### config.mk
export PLATFORM = sky130hd
export DESIGN_NAME = sal_aggregator
export DESIGN_NICKNAME = d
export VERILOG_FILES = /design/src/common/sal_pkg.sv /design/src/design/sal_aggregator.sv
export SDC_FILE = /design/constraint.sdc
export NUM_CORES = 1
export LEC_CHECK = 0
export ABC_AREA = 1
export CAP_MARGIN = 20
export CORE_ASPECT_RATIO = 1.4
export CORE_MARGIN = 2
export CORE_UTILIZATION = 40
export DETAILED_ROUTE_END_ITERATION = 8
export DONT_BUFFER_PORTS = 1
export GPL_TIMING_DRIVEN = 0
export SETUP_SLACK_MARGIN = 0.5
export SYNTH_ARGS = -nofsm -noshare
export SYNTH_HDL_FRONTEND = slang
export SYNTH_SLANG_ARGS = --single-unit
### constraint.sdc
create_clock -name sys_clk -period 1.7 [get_ports sys_clk]
set_input_delay 0.17 -clock sys_clk [delete_from_list [all_inputs] [get_ports sys_clk]]
set_output_delay 0.17 -clock sys_clk [all_outputs]
set_load 0.01 [all_outputs]
### src/common/sal_pkg.sv
// What this block does
// - Device fail high while any failure flag
// - Sampling error flag follows its error
// - Settings check flag follows its error
// - Initialisation flag follows its error
// - Buffer overflow flag follows overflow condition
// - Sample buffer error flag follows error
// - Severe failure: block all, lamp off, contact
// - Minor abnormality blocks only affected functions
// - Failure: blocked, lamp_a off, alert on
// - Alarms: lamp_a stays on, alert on
// - Slot supply warning, 10s pick-up/drop-off
// - Self-check alarm on setting error/abnormal
// - Device alarm while any alarm active
package sal_pkg;

   // ****************************************************
   // Register bus
   // ****************************************************
   localparam int SAL_ADDR_W = 8;
   localparam int SAL_DATA_W = 32;

   localparam logic [SAL_ADDR_W-1:0] SAL_REG_STATUS = 8'h00;
   localparam logic [SAL_ADDR_W-1:0] SAL_REG_CLEAR  = 8'h04;
   localparam logic [SAL_ADDR_W-1:0] SAL_REG_ENABLE = 8'h08;
   localparam logic [SAL_ADDR_W-1:0] SAL_REG_STATE  = 8'h0c;

   // ****************************************************
   // Sizes and event bit layout
   // ****************************************************
   localparam int SAL_N_FAIL = 6;
   localparam int SAL_N_SLOT = 2;
   localparam int SAL_N_FUNC = 8;
   localparam int SAL_N_EVT  = 9;
   localparam int SAL_EVT_SLOT = 6;
   localparam int SAL_EVT_SELF = 8;
   localparam int SAL_STATE_FAIL  = 9;
   localparam int SAL_STATE_ALARM = 10;

   localparam logic [SAL_N_EVT-1:0]  SAL_EVT_RESET  = 9'h000;
   localparam logic [SAL_N_FUNC-1:0] SAL_FUNC_ALL   = 8'hff;
   localparam logic [SAL_N_FUNC-1:0] SAL_FUNC_NONE  = 8'h00;

   // ****************************************************
   // Timing
   // ****************************************************
   localparam int SAL_CLK_HZ         = 10_000_000;
   localparam int SAL_SUPPLY_DELAY_S = 10;
   localparam int SAL_SUPPLY_DELAY_CYC = SAL_SUPPLY_DELAY_S * SAL_CLK_HZ;
   localparam int SAL_DLY_W = 27;
   localparam logic [SAL_DLY_W-1:0] SAL_DLY_ZERO = 27'h0000000;
   localparam logic [SAL_DLY_W-1:0] SAL_DLY_ONE  = 27'h0000001;

   // ****************************************************
   // Carriers
   // ****************************************************
   typedef struct packed {
      logic sample_error;
      logic settings_error;
      logic init_error;
      logic logic_chip_damage;
      logic buffer_overflow;
      logic sample_buffer_error;
   } sal_fail_t;

   typedef struct packed {
      logic [SAL_ADDR_W-1:0] addr;
      logic [SAL_DATA_W-1:0] wdata;
      logic                  wr;
      logic                  rd;
   } sal_bus_req_t;

   typedef struct packed {
      logic lamp_a;
      logic alert_lamp;
      logic failure_output_contact;
   } sal_ind_t;

endpackage : sal_pkg

### src/design/sal_aggregator.sv
// The register addresses and the strobed register port were decided locally.
module sal_aggregator #(
   parameter int SUPPLY_DELAY_CYC = sal_pkg::SAL_SUPPLY_DELAY_CYC
) (
   input  wire logic                               sys_clk,                 // System clock
   input  wire logic                               rstn,                    // Sync reset, low
   input  wire logic                               ce,                      // Clock enable
   input  wire sal_pkg::sal_fail_t                 fail_cond,               // Raw failure causes
   input  wire logic                               setting_error,           // Setting error seen
   input  wire logic                               device_abnormal,         // Other abnormality
   input  wire logic [sal_pkg::SAL_N_FUNC-1:0]     minor_block,             // Minor fault targets
   input  wire logic [sal_pkg::SAL_N_SLOT-1:0]     supply_abnormal,         // Slot 05, 07 supply
   input  wire sal_pkg::sal_bus_req_t              bus_req,                 // Register request
   output logic [sal_pkg::SAL_DATA_W-1:0]          rdata,                   // Read data
   output sal_pkg::sal_fail_t                      fail_flag,               // Registered failures
   output logic                                    device_fail,             // Fail summary
   output logic                                    device_alarm,            // Alarm summary
   output logic                                    self_check_alarm,        // Self-check alarm
   output logic [sal_pkg::SAL_N_SLOT-1:0]          input_module_supply_warning, // Delayed warn
   output logic [sal_pkg::SAL_N_FUNC-1:0]          function_block,          // Blocked functions
   output sal_pkg::sal_ind_t                       ind,                     // Lamps and contact
   output logic                                    irq                      // Interrupt, high
);
   import sal_pkg::*;

   // ****************************************************
   // Delay limit
   // ****************************************************
   // The count stops one short because the state flip takes the last cycle
   localparam logic [SAL_DLY_W-1:0] DLY_LAST = SAL_DLY_W'(SUPPLY_DELAY_CYC - 1);

   // ****************************************************
   // Declarations
   // ****************************************************
   logic [SAL_N_EVT-1:0]  status;
   logic [SAL_N_EVT-1:0]  irq_enable;
   logic [SAL_N_EVT-1:0]  evt_now;
   logic [SAL_N_EVT-1:0]  evt_prev;
   logic [SAL_N_EVT-1:0]  evt_rise;
   logic [SAL_N_EVT-1:0]  clr_mask;
   logic [SAL_N_EVT-1:0]  next_status;
   logic                  wr_clear;
   logic                  wr_enable;
   logic                  any_fail;
   logic                  any_alarm;
   logic                  self_check_raw;
   logic [SAL_DATA_W-1:0] next_rdata;

   // ****************************************************
   // Failure flags
   // ****************************************************
   // Each flag is set the cycle its cause is seen and holds exactly as long
   // as the cause stays; software cannot clear a flag while its cause persists.
   always_ff @(posedge sys_clk) begin
      if (!rstn) begin
         fail_flag <= '0;
      end else if (ce) begin
         fail_flag.sample_error        <= fail_cond.sample_error;
         fail_flag.settings_error      <= fail_cond.settings_error;
         fail_flag.init_error          <= fail_cond.init_error;
         fail_flag.logic_chip_damage   <= fail_cond.logic_chip_damage;
         fail_flag.buffer_overflow     <= fail_cond.buffer_overflow;
         fail_flag.sample_buffer_error <= fail_cond.sample_buffer_error;
      end
   end

   assign any_fail = |fail_flag;

   // ****************************************************
   // Supply warnings with pick-up and drop-off delay
   // ****************************************************
   genvar g;
   generate
      for (g = 0; g < SAL_N_SLOT; g++) begin : g_slot
         logic [SAL_DLY_W-1:0] dly_cnt;

         always_ff @(posedge sys_clk) begin
            if (!rstn) begin
               dly_cnt                        <= SAL_DLY_ZERO;
               input_module_supply_warning[g] <= 1'b0;
            end else if (ce) begin
               if (supply_abnormal[g] == input_module_supply_warning[g]) begin
                  // Condition went back before the delay ran out
                  dly_cnt <= SAL_DLY_ZERO;
               end else if (dly_cnt == DLY_LAST) begin
                  dly_cnt                        <= SAL_DLY_ZERO;
                  input_module_supply_warning[g] <= supply_abnormal[g];
               end else begin
                  dly_cnt <= dly_cnt + SAL_DLY_ONE;
               end
            end
         end
      end
   endgenerate

   // ****************************************************
   // Alarm class
   // ****************************************************
   assign self_check_raw = setting_error | device_abnormal;

   always_ff @(posedge sys_clk) begin
      if (!rstn) begin
         self_check_alarm <= 1'b0;
      end else if (ce) begin
         self_check_alarm <= self_check_raw;
      end
   end

   assign any_alarm = self_check_alarm | (|input_module_supply_warning);

   // ****************************************************
   // Summaries, blocking and indicators
   // ****************************************************
   // All summaries are one cycle behind the flags so every output is a
   // flip-flop; a glitch-free contact matters more than one cycle of latency.
   always_ff @(posedge sys_clk) begin
      if (!rstn) begin
         device_fail  <= 1'b0;
         device_alarm <= 1'b0;
      end else if (ce) begin
         device_fail  <= any_fail;
         device_alarm <= any_alarm;
      end
   end

   always_ff @(posedge sys_clk) begin
      if (!rstn) begin
         function_block <= SAL_FUNC_NONE;
      end else if (ce) begin
         if (any_fail) begin
            function_block <= SAL_FUNC_ALL;
         end else begin
            // Alarms alone never block; only the minor fault's own targets do
            function_block <= minor_block;
         end
      end
   end

   always_ff @(posedge sys_clk) begin
      if (!rstn) begin
         ind.lamp_a                 <= 1'b1;
         ind.alert_lamp             <= 1'b0;
         ind.failure_output_contact <= 1'b0;
      end else if (ce) begin
         ind.lamp_a                 <= ~any_fail;
         ind.alert_lamp             <= any_fail | any_alarm;
         ind.failure_output_contact <= any_fail;
      end
   end

   // ****************************************************
   // Event status and interrupt
   // ****************************************************
   assign evt_now = {self_check_alarm, input_module_supply_warning, fail_flag};
   assign evt_rise = evt_now & ~evt_prev;

   assign wr_clear  = bus_req.wr && (bus_req.addr == SAL_REG_CLEAR);
   assign wr_enable = bus_req.wr && (bus_req.addr == SAL_REG_ENABLE);
   assign clr_mask  = wr_clear ? bus_req.wdata[SAL_N_EVT-1:0] : SAL_EVT_RESET;

   // A rising event in the clearing cycle survives the clear
   assign next_status = (status & ~clr_mask) | evt_rise;

   always_ff @(posedge sys_clk) begin
      if (!rstn) begin
         evt_prev <= SAL_EVT_RESET;
         status   <= SAL_EVT_RESET;
      end else if (ce) begin
         evt_prev <= evt_now;
         status   <= next_status;
      end
   end

   always_ff @(posedge sys_clk) begin
      if (!rstn) begin
         irq_enable <= SAL_EVT_RESET;
      end else if (ce && wr_enable) begin
         irq_enable <= bus_req.wdata[SAL_N_EVT-1:0];
      end
   end

   always_ff @(posedge sys_clk) begin
      if (!rstn) begin
         irq <= 1'b0;
      end else if (ce) begin
         irq <= |(next_status & irq_enable);
      end
   end

   // ****************************************************
   // Register read
   // ****************************************************
   always_comb begin
      next_rdata = '0;
      if (bus_req.addr == SAL_REG_STATUS) begin
         next_rdata[SAL_N_EVT-1:0] = status;
      end else if (bus_req.addr == SAL_REG_ENABLE) begin
         next_rdata[SAL_N_EVT-1:0] = irq_enable;
      end else if (bus_req.addr == SAL_REG_STATE) begin
         next_rdata[SAL_N_EVT-1:0]     = evt_now;
         next_rdata[SAL_STATE_FAIL]    = device_fail;
         next_rdata[SAL_STATE_ALARM]   = device_alarm;
      end
   end

   // Read data stand only in the cycle after the strobe, zero otherwise
   always_ff @(posedge sys_clk) begin
      if (!rstn) begin
         rdata <= '0;
      end else if (ce) begin
         rdata <= bus_req.rd ? next_rdata : '0;
      end
   end

endmodule : sal_aggregator

### Word level (Yosys, flattened, before mapping)

Index checks and enable logic that the tools add are counted.

* register bits after elaboration: 135
* input port bits: 63
* output and inout bits: 55
* logic and storage cells: 63

* $add $sub $neg: 2
* equal/unequal tests: 7
* mux-type cells: 12
* bitwise logic cells: 12
* reduce and logical (&&, ||, !) cells: 9

Operators with widths (number)
* $mux 27: 4
* $add 27x1->27 const B: 2
* $eq 27x27->1 const B: 2
* $and 9x9->9: 3
* $mux 9: 3
* $mux 11: 2
* $not 9->9: 2
* $eq 8x4->1 const B: 2
* $or 9x9->9: 1
* $reduce_or 9->1: 1
* $eq 8x3->1 const B: 1
* $logic_not 8->1: 1
* $mux 8: 1
* $reduce_and 3->1: 2
* $reduce_or 6->1: 1
* $mux 2: 2
* $logic_and 1x1->1: 3
* $not 1->1: 3
* $or 1x1->1: 3
* $eq 1x1->1: 2
* $reduce_or 2->1: 1

### Depth between registers and ports, before layout

Gate-level depths: netlist of run 1.

* depth after elaboration: 8
* mapped depth: 12
* gate-level depth less buffers: 12

### Worst setup path after synthesis of run 1

OpenSTA, ideal clock, no wires.

* path kind: register -> register
* from: register g_slot[0].dly_cnt[0]
* to: register g_slot[0].dly_cnt[11]
* setup time: 0.132 ns
* arrival: 1.465 ns
* required time: 1.568 ns
* slack: 0.103 ns
* stages on the path, launching flop included: 12
* path buffers: 1
* clock period less this slack: 1.597 ns
* cells stage by stage: dfxtp_1 ha_1 nand3_2 nor2_2 nand2_2 nor2_4 nand3_1 nand2_2 inv_2 buf_2 nand3_1 a21oi_1

* word-level cells in the longest chain between the ends: 3
* elaborated cells on any way between the ends: 4
* classes of those cells: 1 x add/sub; 1 x eq/ne; 2 x mux

RTL lines
* from (decl): RTL line sal_aggregator.sv:75 `logic [SAL_DLY_W-1:0] dly_cnt;`
* from (signal assigned): RTL line sal_aggregator.sv:89 `dly_cnt <= dly_cnt + SAL_DLY_ONE;`
* $add 27x1->27 / $eq 27x27->1 (equally long branches): RTL line sal_aggregator.sv:89, sal_aggregator.sv:85
* $mux 27 *: RTL line sal_aggregator.sv:85 `end else if (dly_cnt == DLY_LAST) begin`
* $mux 27 *: RTL line sal_aggregator.sv:82 `if (supply_abnormal[g] == input_module_supply_warning[g]) begin`

Every way passes the cells marked *; elsewhere a longest branch is shown, timed or not.
A chain may end at the register's enable or synchronous reset.

### Worst setup path after layout of run 1

* from: register g_slot[0].dly_cnt[1]
* to: register g_slot[0].dly_cnt[15]

Same word-level chain as after synthesis.

==> results of run 1 <==
## what timing repair did
| item | 4_1_cts | 5_1_grt |
|---|---|---|
| hold buffers | 26 | 0 |
| hold endpoints to repair | 28 | 0 |
| buffers inserted | 33 | 13 |
| cloned | 3 | 2 |
| gates resized for setup | 145 | 110 |
| pin swaps | 33 | 53 |
| endpoints found under the setup margin | 91 | 85 |
## synth_stat cells (5+ instances only)
master / instances
nor2_1: 63
buf_2: 5
o211ai_1: 6
nand2_1: 221
nand4_1: 23
a211oi_1: 11
nand2_2: 5
dfxtp_1: 114
o21ai_0: 38
a21oi_1: 84
xor2_1: 8
or2_2: 10
nor2_2: 10
buf_4: 22
inv_1: 114
nand3_2: 11
clkbuf_1: 22
nand3_1: 65
o221ai_1: 13
nor3_1: 18
## worst min-delay path by stage
stage	to	slack [ps]	depth (start not counted)
floorplan	fail_flag[2]$_SDFFE_PN0P_	300	2
global placement	fail_flag[4]$_SDFFE_PN0P_	310	2
detailed placement	irq_enable[2]$_SDFFE_PN0P_	310	2
CTS	g_slot[1].dly_cnt[25]$_SDFFE_PN0P_	3	3
global route	g_slot[1].dly_cnt[25]$_SDFFE_PN0P_	20	3
finish	self_check_alarm$_SDFFE_PN0P_	30	2
## per-layer routing
metal	up-vias	GRT usage (%)	wire length, µm
met5	-	0	0
met4	0	12.2	812
met3	51	5.43	1240
met2	211	45.3	10700
met1	3062	27.4	7850
li1	3189	-	-
## metrics by stage
step	util (%)	worst slack [ps]	instances	instance area, µm²
2_1_floorplan	-	158	932	6450
3_3_place_gp	44.2	-86.0	1124	6690
3_5_place_dp	44.2	-102	1124	6690
4_1_cts	54.7	123	1218	8280
5_1_grt	58.2	-29.3	1233	8790
6_report	58.2	31.8	1233	8790
## registers in the layout, indices dropped and copies added, names as in the netlist
| signal | count |
|---|---|
| evt_prev | 9 |
| self_check_alarm | 1 |
| ind | 3 |
| g_slot.dly_cnt | 54 |
| irq_enable | 9 |
| fail_flag | 6 |
| input_module_supply_warning | 2 |
| irq | 1 |
| rdata | 11 |
| function_block | 8 |
| status | 9 |
| device_alarm | 1 |
## final cells by class
class | count | area share [%]
Multi-Input combinational cell | 642 | 45.0
Sequential cell | 114 | 27.1
Timing Repair Buffer | 77 | 8.62
Inverter | 119 | 5.42
Clock buffer | 18 | 4.88
Buffer | 57 | 4.41
Tap cell | 192 | 2.73
Clock inverter | 14 | 1.76
## critical path, stage by stage (launching register included)
cell	delay, ps
dfxtp_2	360
ha_4	160
nand3_4	80
nor2_4	140
nand2_4	80
nor2_4	130
nand3_2	110
nand2_4	120
inv_6	50
clkbuf_16	150
a21oi_2	110
a21oi_1	60
## cell families after synthesis
family | after synthesis | share of synthesized area [%]
AO/OA/AOI/OAI | 168 | 15.8
XOR/XNOR | 12 | 1.69
adder cells (fa/ha/maj) | 2 | 0.402
buffers and inverters | 176 | 12.6
flip-flops | 114 | 36.7
other | 1 | 0.0603
AND/OR/NAND/NOR | 439 | 32.8
## where the power goes
part	switching, µW	internal, µW	leakage [µW]	total, µW
Combinational	374	265	0.00235	639
Clock	1380	2180	0.000278	3560
Sequential	86.5	2730	0.000958	2820
Total	1840	5170	0.00358	7010
==> impl_metrics.tcl, run 1 <==
set metrics [dict create \
    power_density_nw_per_um2 798 \
    dr_total_vias 6513 \
    fill_cells 1411 \
    synth_cell_types 47 \
    layout_min_cycle_time_ps 1670 \
    start_util_pct 41.2 \
    grt_overflow_total 0 \
    wl_per_cell_um 16.7 \
    die_w_um 109 \
    synth_area_leader_cell "dfxtp_1" \
    area_delta_synth_final_pct 41.3 \
    reg2reg_slack_ps 30 \
    setup_violations 0 \
    port_buffers 0 \
    fin_tns_setup_ps 0 \
    drt-total-wl_um 20600 \
    cts_max_level 4 \
    drv_slew 0 \
    ys_ff_latch 114 \
    syn_area_um2 6220 \
    firstDrtPassIters 5 \
    dieHeight_um 152 \
    grt_pass1_wl_um 32000 \
    antenna_found_initial 0 \
    cp-start-kind "register" \
    power.leakage_uw 0.00358 \
    power_uw 7010 \
    ys_seq_area_share_pct 36.7 \
    final_layout_size_suffix_gt1_share_pct 34.9 \
    rows 53 \
    fin_skew_ps 8.97 \
    crit_start "g_slot[0].dly_cnt[1]$_SDFFE_PN0P_" \
    avgSynthCellArea_um2 6.82 \
    synthFlopType "dfxtp_1" \
    ir_worst_vdd_uv 599 \
    drtIter0Drc 381 \
    ant_nets 0 \
    num_antenna_cells 0 \
    drc 0 \
    layout_commonest_cell "nand2_1" \
    fin_nets 1093 \
    worstMarginPinSlew_ps 817 \
    crit_required_ps 2010 \
    grt_usage_pct 25.1 \
    worstReg2RegStart "g_slot[0].dly_cnt[1]$_SDFFE_PN0P_" \
    gp_congestion 0.879 \
    crit_type "reg -> reg" \
    endpoint_kind "register" \
    cts_buffers 17 \
    io_pins 118 \
    synth_area_leaders "dfxtp_1 (37%), nand2_1 (13%), inv_1 (6.9%)" \
    reg2reg_to "g_slot[0].dly_cnt[15]$_SDFFE_PN0P_" \
    hold_viol_final 0 \
    path_max_fanout 5 \
    synth_edf_count 0 \
    dieArea_um2 16600 \
    clk_pin_slew_ps 60 \
    hold-worst-slack_ps 28.9 \
    vias_per_cell 5.28 \
    postSynthCellCount 912 \
    endpoint "g_slot[0].dly_cnt[15]$_SDFFE_PN0P_" \
    relSlewSlack_pct 45.5 \
    async_flop_share_pct 0 \
    grt_max_degree 17 \
    ys.warnings.count 0 \
    core_area_um2 15100 \
    period_share_pct 98.1 \
    reg2regPathDepth 11 \
    clk_latency_ps 420 \
    drv_cap 0 \
    worstHoldStart "setting_error" \
    seq_area_um2 2390 \
    multi_input_area_um2 3960 \
    cts_tree "done" \
    clock_sinks 114 \
    synthDominantCellAreaShare_pct 36.7 \
    hpwlAfterDp_um 13900 \
    crit_arrival_ps 1970 \
    grt_pass1_vias 6258 \
    cts-root-buf "clkbuf_16" \
    status "complete, no violations" \
    hold_path.class "in -> reg" \
    max_freq_ghz 0.599 \
    ctsLongestPathBuffers 2 \
    rsz0062_at_grt "true" \
    layout_common_cells "nand2_1 (191), inv_1 (100), a21oi_1 (71)" \
]
(Power assumes the default switching activity.)
==> inputs of run 2 (changes only) <==
Settings changed: REMOVE_ABC_BUFFERS from default to 1.
==> run 2 against run 1 <==
Against the previous run: hold slack worse by 12 ps; sequential power about the same; non-clock buffer count down 66; combinational power down 10%; sequential cell count unchanged; largest cell class unchanged; largest power group unchanged.
==> impl_metrics.tcl, run 2 (synthesized netlist as in run 1, its figures left out) <==
set metrics [dict create \
    setup_violations 0 \
    crit_type "reg -> reg" \
    port_buffers 0 \
    start_util_pct 41.2 \
    hold_path.class "in -> reg" \
    rows 53 \
    cts_max_level 4 \
    drtIter0Drc 325 \
    drt-total-wl_um 18800 \
    clk_latency_ps 420 \
    final_layout_size_suffix_gt1_share_pct 30.6 \
    core_area_um2 15100 \
    drc 0 \
    clock_sinks 114 \
    grt_use_met1_pct 24.8 \
    cts_buffers 17 \
    gr-max-usage-layer "met2" \
    max_freq_ghz 0.602 \
    worstMarginPinSlew_ps 830 \
    fin_cells 1170 \
    dieArea_um2 16600 \
    clk_pin_slew_ps 50 \
    grt_pass1_vias 5847 \
    wl_per_cell_um 16.0 \
    power.leakage_uw 0.00342 \
    firstDrtPassIters 5 \
    cts_tree "done" \
    crit_arrival_ps 1960 \
    antenna_found_initial 0 \
    layout_common_cells "nand2_1 (195), inv_1 (101), a21oi_1 (69)" \
    grt_max_degree 58 \
    grt_usage_pct 22.4 \
    hold_viol_final 0 \
    worstReg2RegStart "g_slot[0].dly_cnt[17]$_SDFFE_PN0P_" \
    power_density_nw_per_um2 814 \
    ctsLongestPathBuffers 2 \
    grt_overflow_total 0 \
    rsz0062_at_grt "true" \
    ir_worst_vdd_uv 586 \
    dr_total_vias 6223 \
    drv_cap 0 \
    status "complete, no violations" \
    reg_top3 "g_slot.dly_cnt x54, rdata x11" \
    relSlewSlack_pct 44.6 \
    largest_reg_flops 54 \
    period_share_pct 97.7 \
    dieHeight_um 152 \
    utilization_pct 55.7 \
    critical_path.slowest_cell "dfxtp_2" \
    area_delta_synth_final_pct 35.2 \
    vias_per_cell 5.32 \
    fin_skew_ps 8.85 \
    gp_congestion 0.896 \
    cp-start-kind "register" \
    ant_nets 0 \
    layout_min_cycle_time_ps 1660 \
    crit_chain "inv_1 -> nand3_1 -> nor3_4 -> nand3_4 -> nand2_8 -> buf_12 -> inv_8 -> o21ai_2 -> a21oi_1" \
    endpoint_kind "register" \
    fin_nets 1033 \
    power_uw 6850 \
    dp_cells 1069 \
    max_stage_delay_ps 340 \
    grt_use_met3_pct 5.05 \
    cts-root-buf "clkbuf_16" \
    die_w_um 109 \
    hpwlAfterDp_um 10900 \
    crit_start "g_slot[0].dly_cnt[17]$_SDFFE_PN0P_" \
    path_max_fanout 6 \
    worstHoldStart "ce" \
    num_antenna_cells 0 \
    io_pins 118 \
    gr-usage-met2_pct 39.0 \
    drv_slew 0 \
    grt_pass1_wl_um 28400 \
    crit_required_ps 2000 \
    largest_register "g_slot.dly_cnt" \
    layout_commonest_cell "nand2_1" \
]
run 2: critical path, delay by kind of cell, from the launching register on:
family | cells | cell delay, ps
buffers and inverters | 3 | 320
and+or+nand+nor | 4 | 730
DFF | 1 | 340
AOI/OAI and AO/OA | 2 | 140
run 2: metrics by stage:
| stage | instance area (µm²) | worst slack (ps) | TNS (ps) | hold WS (ps) |
|---|---|---|---|---|
| floorplan | 5960 | -621 | -28630 | 256 |
| global placement | 6200 | -1910 | -134010 | 266 |
| detailed placement | 6250 | -242 | -5590 | 269 |
| CTS | 7670 | 87.1 | 0 | 1.50 |
| global route | 8410 | -84.7 | -968 | 6.00 |
| finish | 8410 | 39.3 | 0 | 17.1 |
run 2: what timing repair did:
item                                    CTS  global route
hold buffers                             31             0
cloned                                    3             3
endpoints found under the setup margin   79            70
resized for setup                       115           152
buffers inserted                         19            16
pin swaps                                24            40
endpoints found under the hold margin    63             0
run 2: final cells by class:
cell class / instances / area [µm²]
fillers: 1377 / 6710
multi-input cells: 642 / 3950
flip-flops and latches: 114 / 2370
repair buffers: 68 / 728
clock buffers: 23 / 488
inverters: 119 / 484
well taps: 192 / 240
clock inverters: 6 / 80.1
repair inverters: 6 / 75.1
run 2: report_power, final:
part	total, µW	internal, µW	switching (µW)
sequential	2820	2740	82.1
clock	3460	2270	1180
combinational	575	221	355
run 2: path summary, 6_finish.rpt:
check	end	slack, ps	cells after the start
min reg2reg	evt_prev[4]$_SDFFE_PN0P_	450	2
min	device_alarm$_SDFFE_PN0P_	20	2
max	g_slot[0].dly_cnt[15]$_SDFFE_PN0P_	40	9
max reg2reg	g_slot[0].dly_cnt[15]$_SDFFE_PN0P_	40	9
run 2: layer usage:
metal / up-vias / part of all wire (%)
li1: 3075 / -
met1: 2905 / 39
met2: 198 / 52
met3: 45 / 5.2
met4: 0 / 3.8
met5: - / 0
==> inputs of run 3 (changes only) <==
Settings changed: ABC_AREA 1 to default, CORE_UTILIZATION 40 to 27, REMOVE_ABC_BUFFERS 1 to default.
==> run 3 against run 2 <==
Against the previous run: cell area up 3.6%; critical endpoint is now g_slot[1].dly_cnt[8]$_SDFFE_PN0P_; hold slack better by 12 ps; the flow now finishes with violations (setup timing); synthesized area down 6.6%; global-route usage down 5.1 points; utilization down 14 points; critical path depth unchanged; power up 2.6%; largest cell class unchanged; worst setup slack worse by 180 ps; synthesized cell count down 23%; die area up 37%; routed wire length up 6.4%.
==> impl_metrics.tcl, run 3 <==
set metrics [dict create \
    status "finished, violations left" \
    violations "setup timing" \
    max_stage_delay_ps 360 \
    antenna_found_initial 1 \
    period_share_pct 108 \
    reg2regPathDepth 9 \
    worstReg2RegStart "g_slot[1].dly_cnt[9]$_SDFFE_PN0P_" \
    avgSynthCellArea_um2 8.26 \
    dp_cells 984 \
    synthFlopType "dfxtp_1" \
    critical_path.slowest_cell "dfxtp_4" \
    drv_slew 0 \
    wl_per_cell_um 18.0 \
    grt_pass1_vias 5561 \
    grt_max_degree 17 \
    dieArea_um2 22700 \
    dr_total_vias 5730 \
    cp-start-kind "register" \
    dieHeight_um 178 \
    postSynthCellCount 704 \
    ir_worst_vdd_uv 694 \
    pwr-share-comb_pct 9.0 \
    drv_cap 0 \
    power_uw 7030 \
    final_area_um2 8720 \
    syn_area_um2 5810 \
    grt_pass1_wl_um 30400 \
    start_util_pct 27.5 \
    gp_congestion 0.866 \
    layout_common_cells "dfxtp_1 (75), nand2_1 (70), buf_4 (69)" \
    io_pins 118 \
    power_frac_clock_pct 51.0 \
    pwr-share-seq_pct 40.0 \
    crit_required_ps 1990 \
    clk_latency_ps 420 \
    hpwlAfterDp_um 12900 \
    drt-total-wl_um 20000 \
    largest_register "g_slot.dly_cnt" \
    cts_tree "done" \
    crit_start "g_slot[1].dly_cnt[9]$_SDFFE_PN0P_" \
    clk_pin_slew_ps 60 \
    ant_nets 0 \
    hold_path.class "in -> reg" \
    layout_commonest_cell "dfxtp_1" \
    synth.most_common_cell "dfxtp_1" \
    fin_cells 1110 \
    p_sw_share_pct 24.3 \
    async_flop_share_pct 0 \
    path_max_fanout 7 \
    relSlewSlack_pct 46.3 \
    port_buffers 0 \
    crit_arrival_ps 2130 \
    die_w_um 128 \
    cts_max_level 4 \
    grt_overflow_total 0 \
    synthDominantCellAreaShare_pct 39.3 \
    crit_chain "nor4_4 -> nand4_1 -> buf_6 -> nor3_4 -> nor2b_1 -> buf_4 -> buf_12 -> a31oi_4 -> a31oi_1" \
    placed_area_um2 6600 \
    cts_buffers 17 \
    endpoint_kind "register" \
    synth_area_leaders "dfxtp_1 (39%), nor2b_1 (6.0%), nand2_1 (5.9%)" \
    vias_per_cell 5.16 \
    layout_min_cycle_time_ps 1840 \
    reg2reg_slack_ps -140 \
    yosys-top-cells-count "dfxtp_1 (114), nand2_1 (91), nor2b_1 (56), o21ai_0 (38), nor2_1 (34)" \
    power.leakage_uw 0.00334 \
    worstMarginPinSlew_ps 806 \
    rsz0062_at_grt "true" \
    synth_edf_count 0 \
    fin_nets 902 \
    fill_cells 2058 \
    ys.warnings.count 0 \
    hold_viol_final 0 \
    cts-root-buf "clkbuf_16" \
    synth_cell_types 58 \
    reg2reg_to "g_slot[1].dly_cnt[8]$_SDFFE_PN0P_" \
    ys_seq_area_share_pct 39.3 \
    core_area_um2 21100 \
    endpoint "g_slot[1].dly_cnt[8]$_SDFFE_PN0P_" \
    firstDrtPassIters 7 \
    setup_violations 33 \
    drtIter0Drc 353 \
    drc 0 \
    worst_slack_ps -141 \
    clock_sinks 114 \
    synth_area_leader_cell "dfxtp_1" \
    largest_reg_flops 54 \
    fin_skew_ps 6.49 \
    max_freq_ghz 0.543 \
    reg_top3 "g_slot.dly_cnt x54, rdata x11" \
    ctsLongestPathBuffers 2 \
    rows 63 \
    p_int_uw 5320 \
    area_delta_synth_final_pct 49.9 \
    grt_usage_pct 17.3 \
    ys_ff_latch 114 \
    crit_type "reg -> reg" \
    power_density_nw_per_um2 806 \
    power.switching_uw 1710 \
    final_layout_size_suffix_gt1_share_pct 38.0 \
]
## run 3: cell types whose count changed in the layout (fill, tap and decap cells not counted), sizes merged, moves of 15 or more
cell and delta:
nand2 -136, inv -115, buf +68, a21oi -58, nor2b +56, nand3 -43, nor2 -41, mux2i +27
a31oi +24, clkbuf +21, o21ai +20, a21boi +15
## run 3: repair_timing
action | CTS | global route
resized for setup | 116 | 97
hold buffers | 27 | 0
pin swaps | 53 | 49
endpoints found under the setup margin | 98 | 107
cloned | 6 | 0
hold endpoints to repair | 35 | 0
setup buffers | 40 | 21
## run 3: cells by family after synthesis
logic type | synth area share (%)
AND/OR/NAND/NOR | 28.2
AO/OA/AOI/OAI | 19.6
flip-flops | 39.3
buffers and inverters | 6.31
multiplexers | 4.65
XOR/XNOR | 1.51
adder cells (fa/ha/maj) | 0.430
other | 0.0645
## run 3: how the worst min path moves through the flow
stage                                   from                                          end  cells past startpoint
after floorplan           supply_abnormal[1]  input_module_supply_warning[1]$_SDFFE_PN0P_                      2
after global placement    supply_abnormal[1]  input_module_supply_warning[1]$_SDFFE_PN0P_                      2
after detailed placement  supply_abnormal[1]  input_module_supply_warning[1]$_SDFFE_PN0P_                      2
after CTS                        bus_req[36]                        rdata[0]$_SDFFE_PN0P_                      3
after global routing              bus_req[6]                             irq$_SDFFE_PN0P_                      3
final                            bus_req[36]                        rdata[0]$_SDFFE_PN0P_                      3
## run 3: per-layer routing
layer  routed length [µm]  GRT usage [%]  share of wire, %  vias up
li1                     -              -                 -     2787
met1                 7700           18.4                39     2738
met2                10600           31.5                53      168
met3                 1060           4.16               5.3       37
met4                  567           8.38               2.8        0
met5                    0              0                 0        -
## run 3: power by group through the flow
stage               logic [µW]  clock network (µW)  registers [µW]
detailed placement         456                   0            2870
global route               681                3730            2810
finish                     635                3580            2810
CTS                        592                3610            2810
floorplan                  360                   0            2840
global placement           451                   0            2870
## run 3: final cells by class
| cell class | instances | area, µm² | area share, % |
|---|---|---|---|
| Multi-Input combinational cell | 542 | 4020 | 46.1 |
| Sequential cell | 114 | 2380 | 27.3 |
| Timing Repair Buffer | 94 | 885 | 10.1 |
| Buffer | 62 | 493 | 5.65 |
| Clock buffer | 22 | 484 | 5.55 |
| Tap cell | 260 | 325 | 3.73 |
| Clock inverter | 9 | 104 | 1.19 |
| Inverter | 6 | 22.5 | 0.258 |
| Antenna cell | 1 | 2.50 | 0.0287 |
## run 3: critical path, delay by kind of cell (launching register included)
kind,cells,cell delay (ps)
compound gates,2,190
flops,1,360
simple gates,4,690
buf+inv,3,470
## run 3: through the flow
stage	setup TNS [ps]	utilization [%]	worst slack, ps	hold slack (ps)
final	-2210	41.3	-141	29.1
after detailed placement	-17660	31.2	-384	343
after CTS	-2220	38.8	-136	24.0
after global routing	-4770	41.3	-198	61.1
after floorplan	0	-	14.9	326
after global placement	-17040	31.2	-418	338
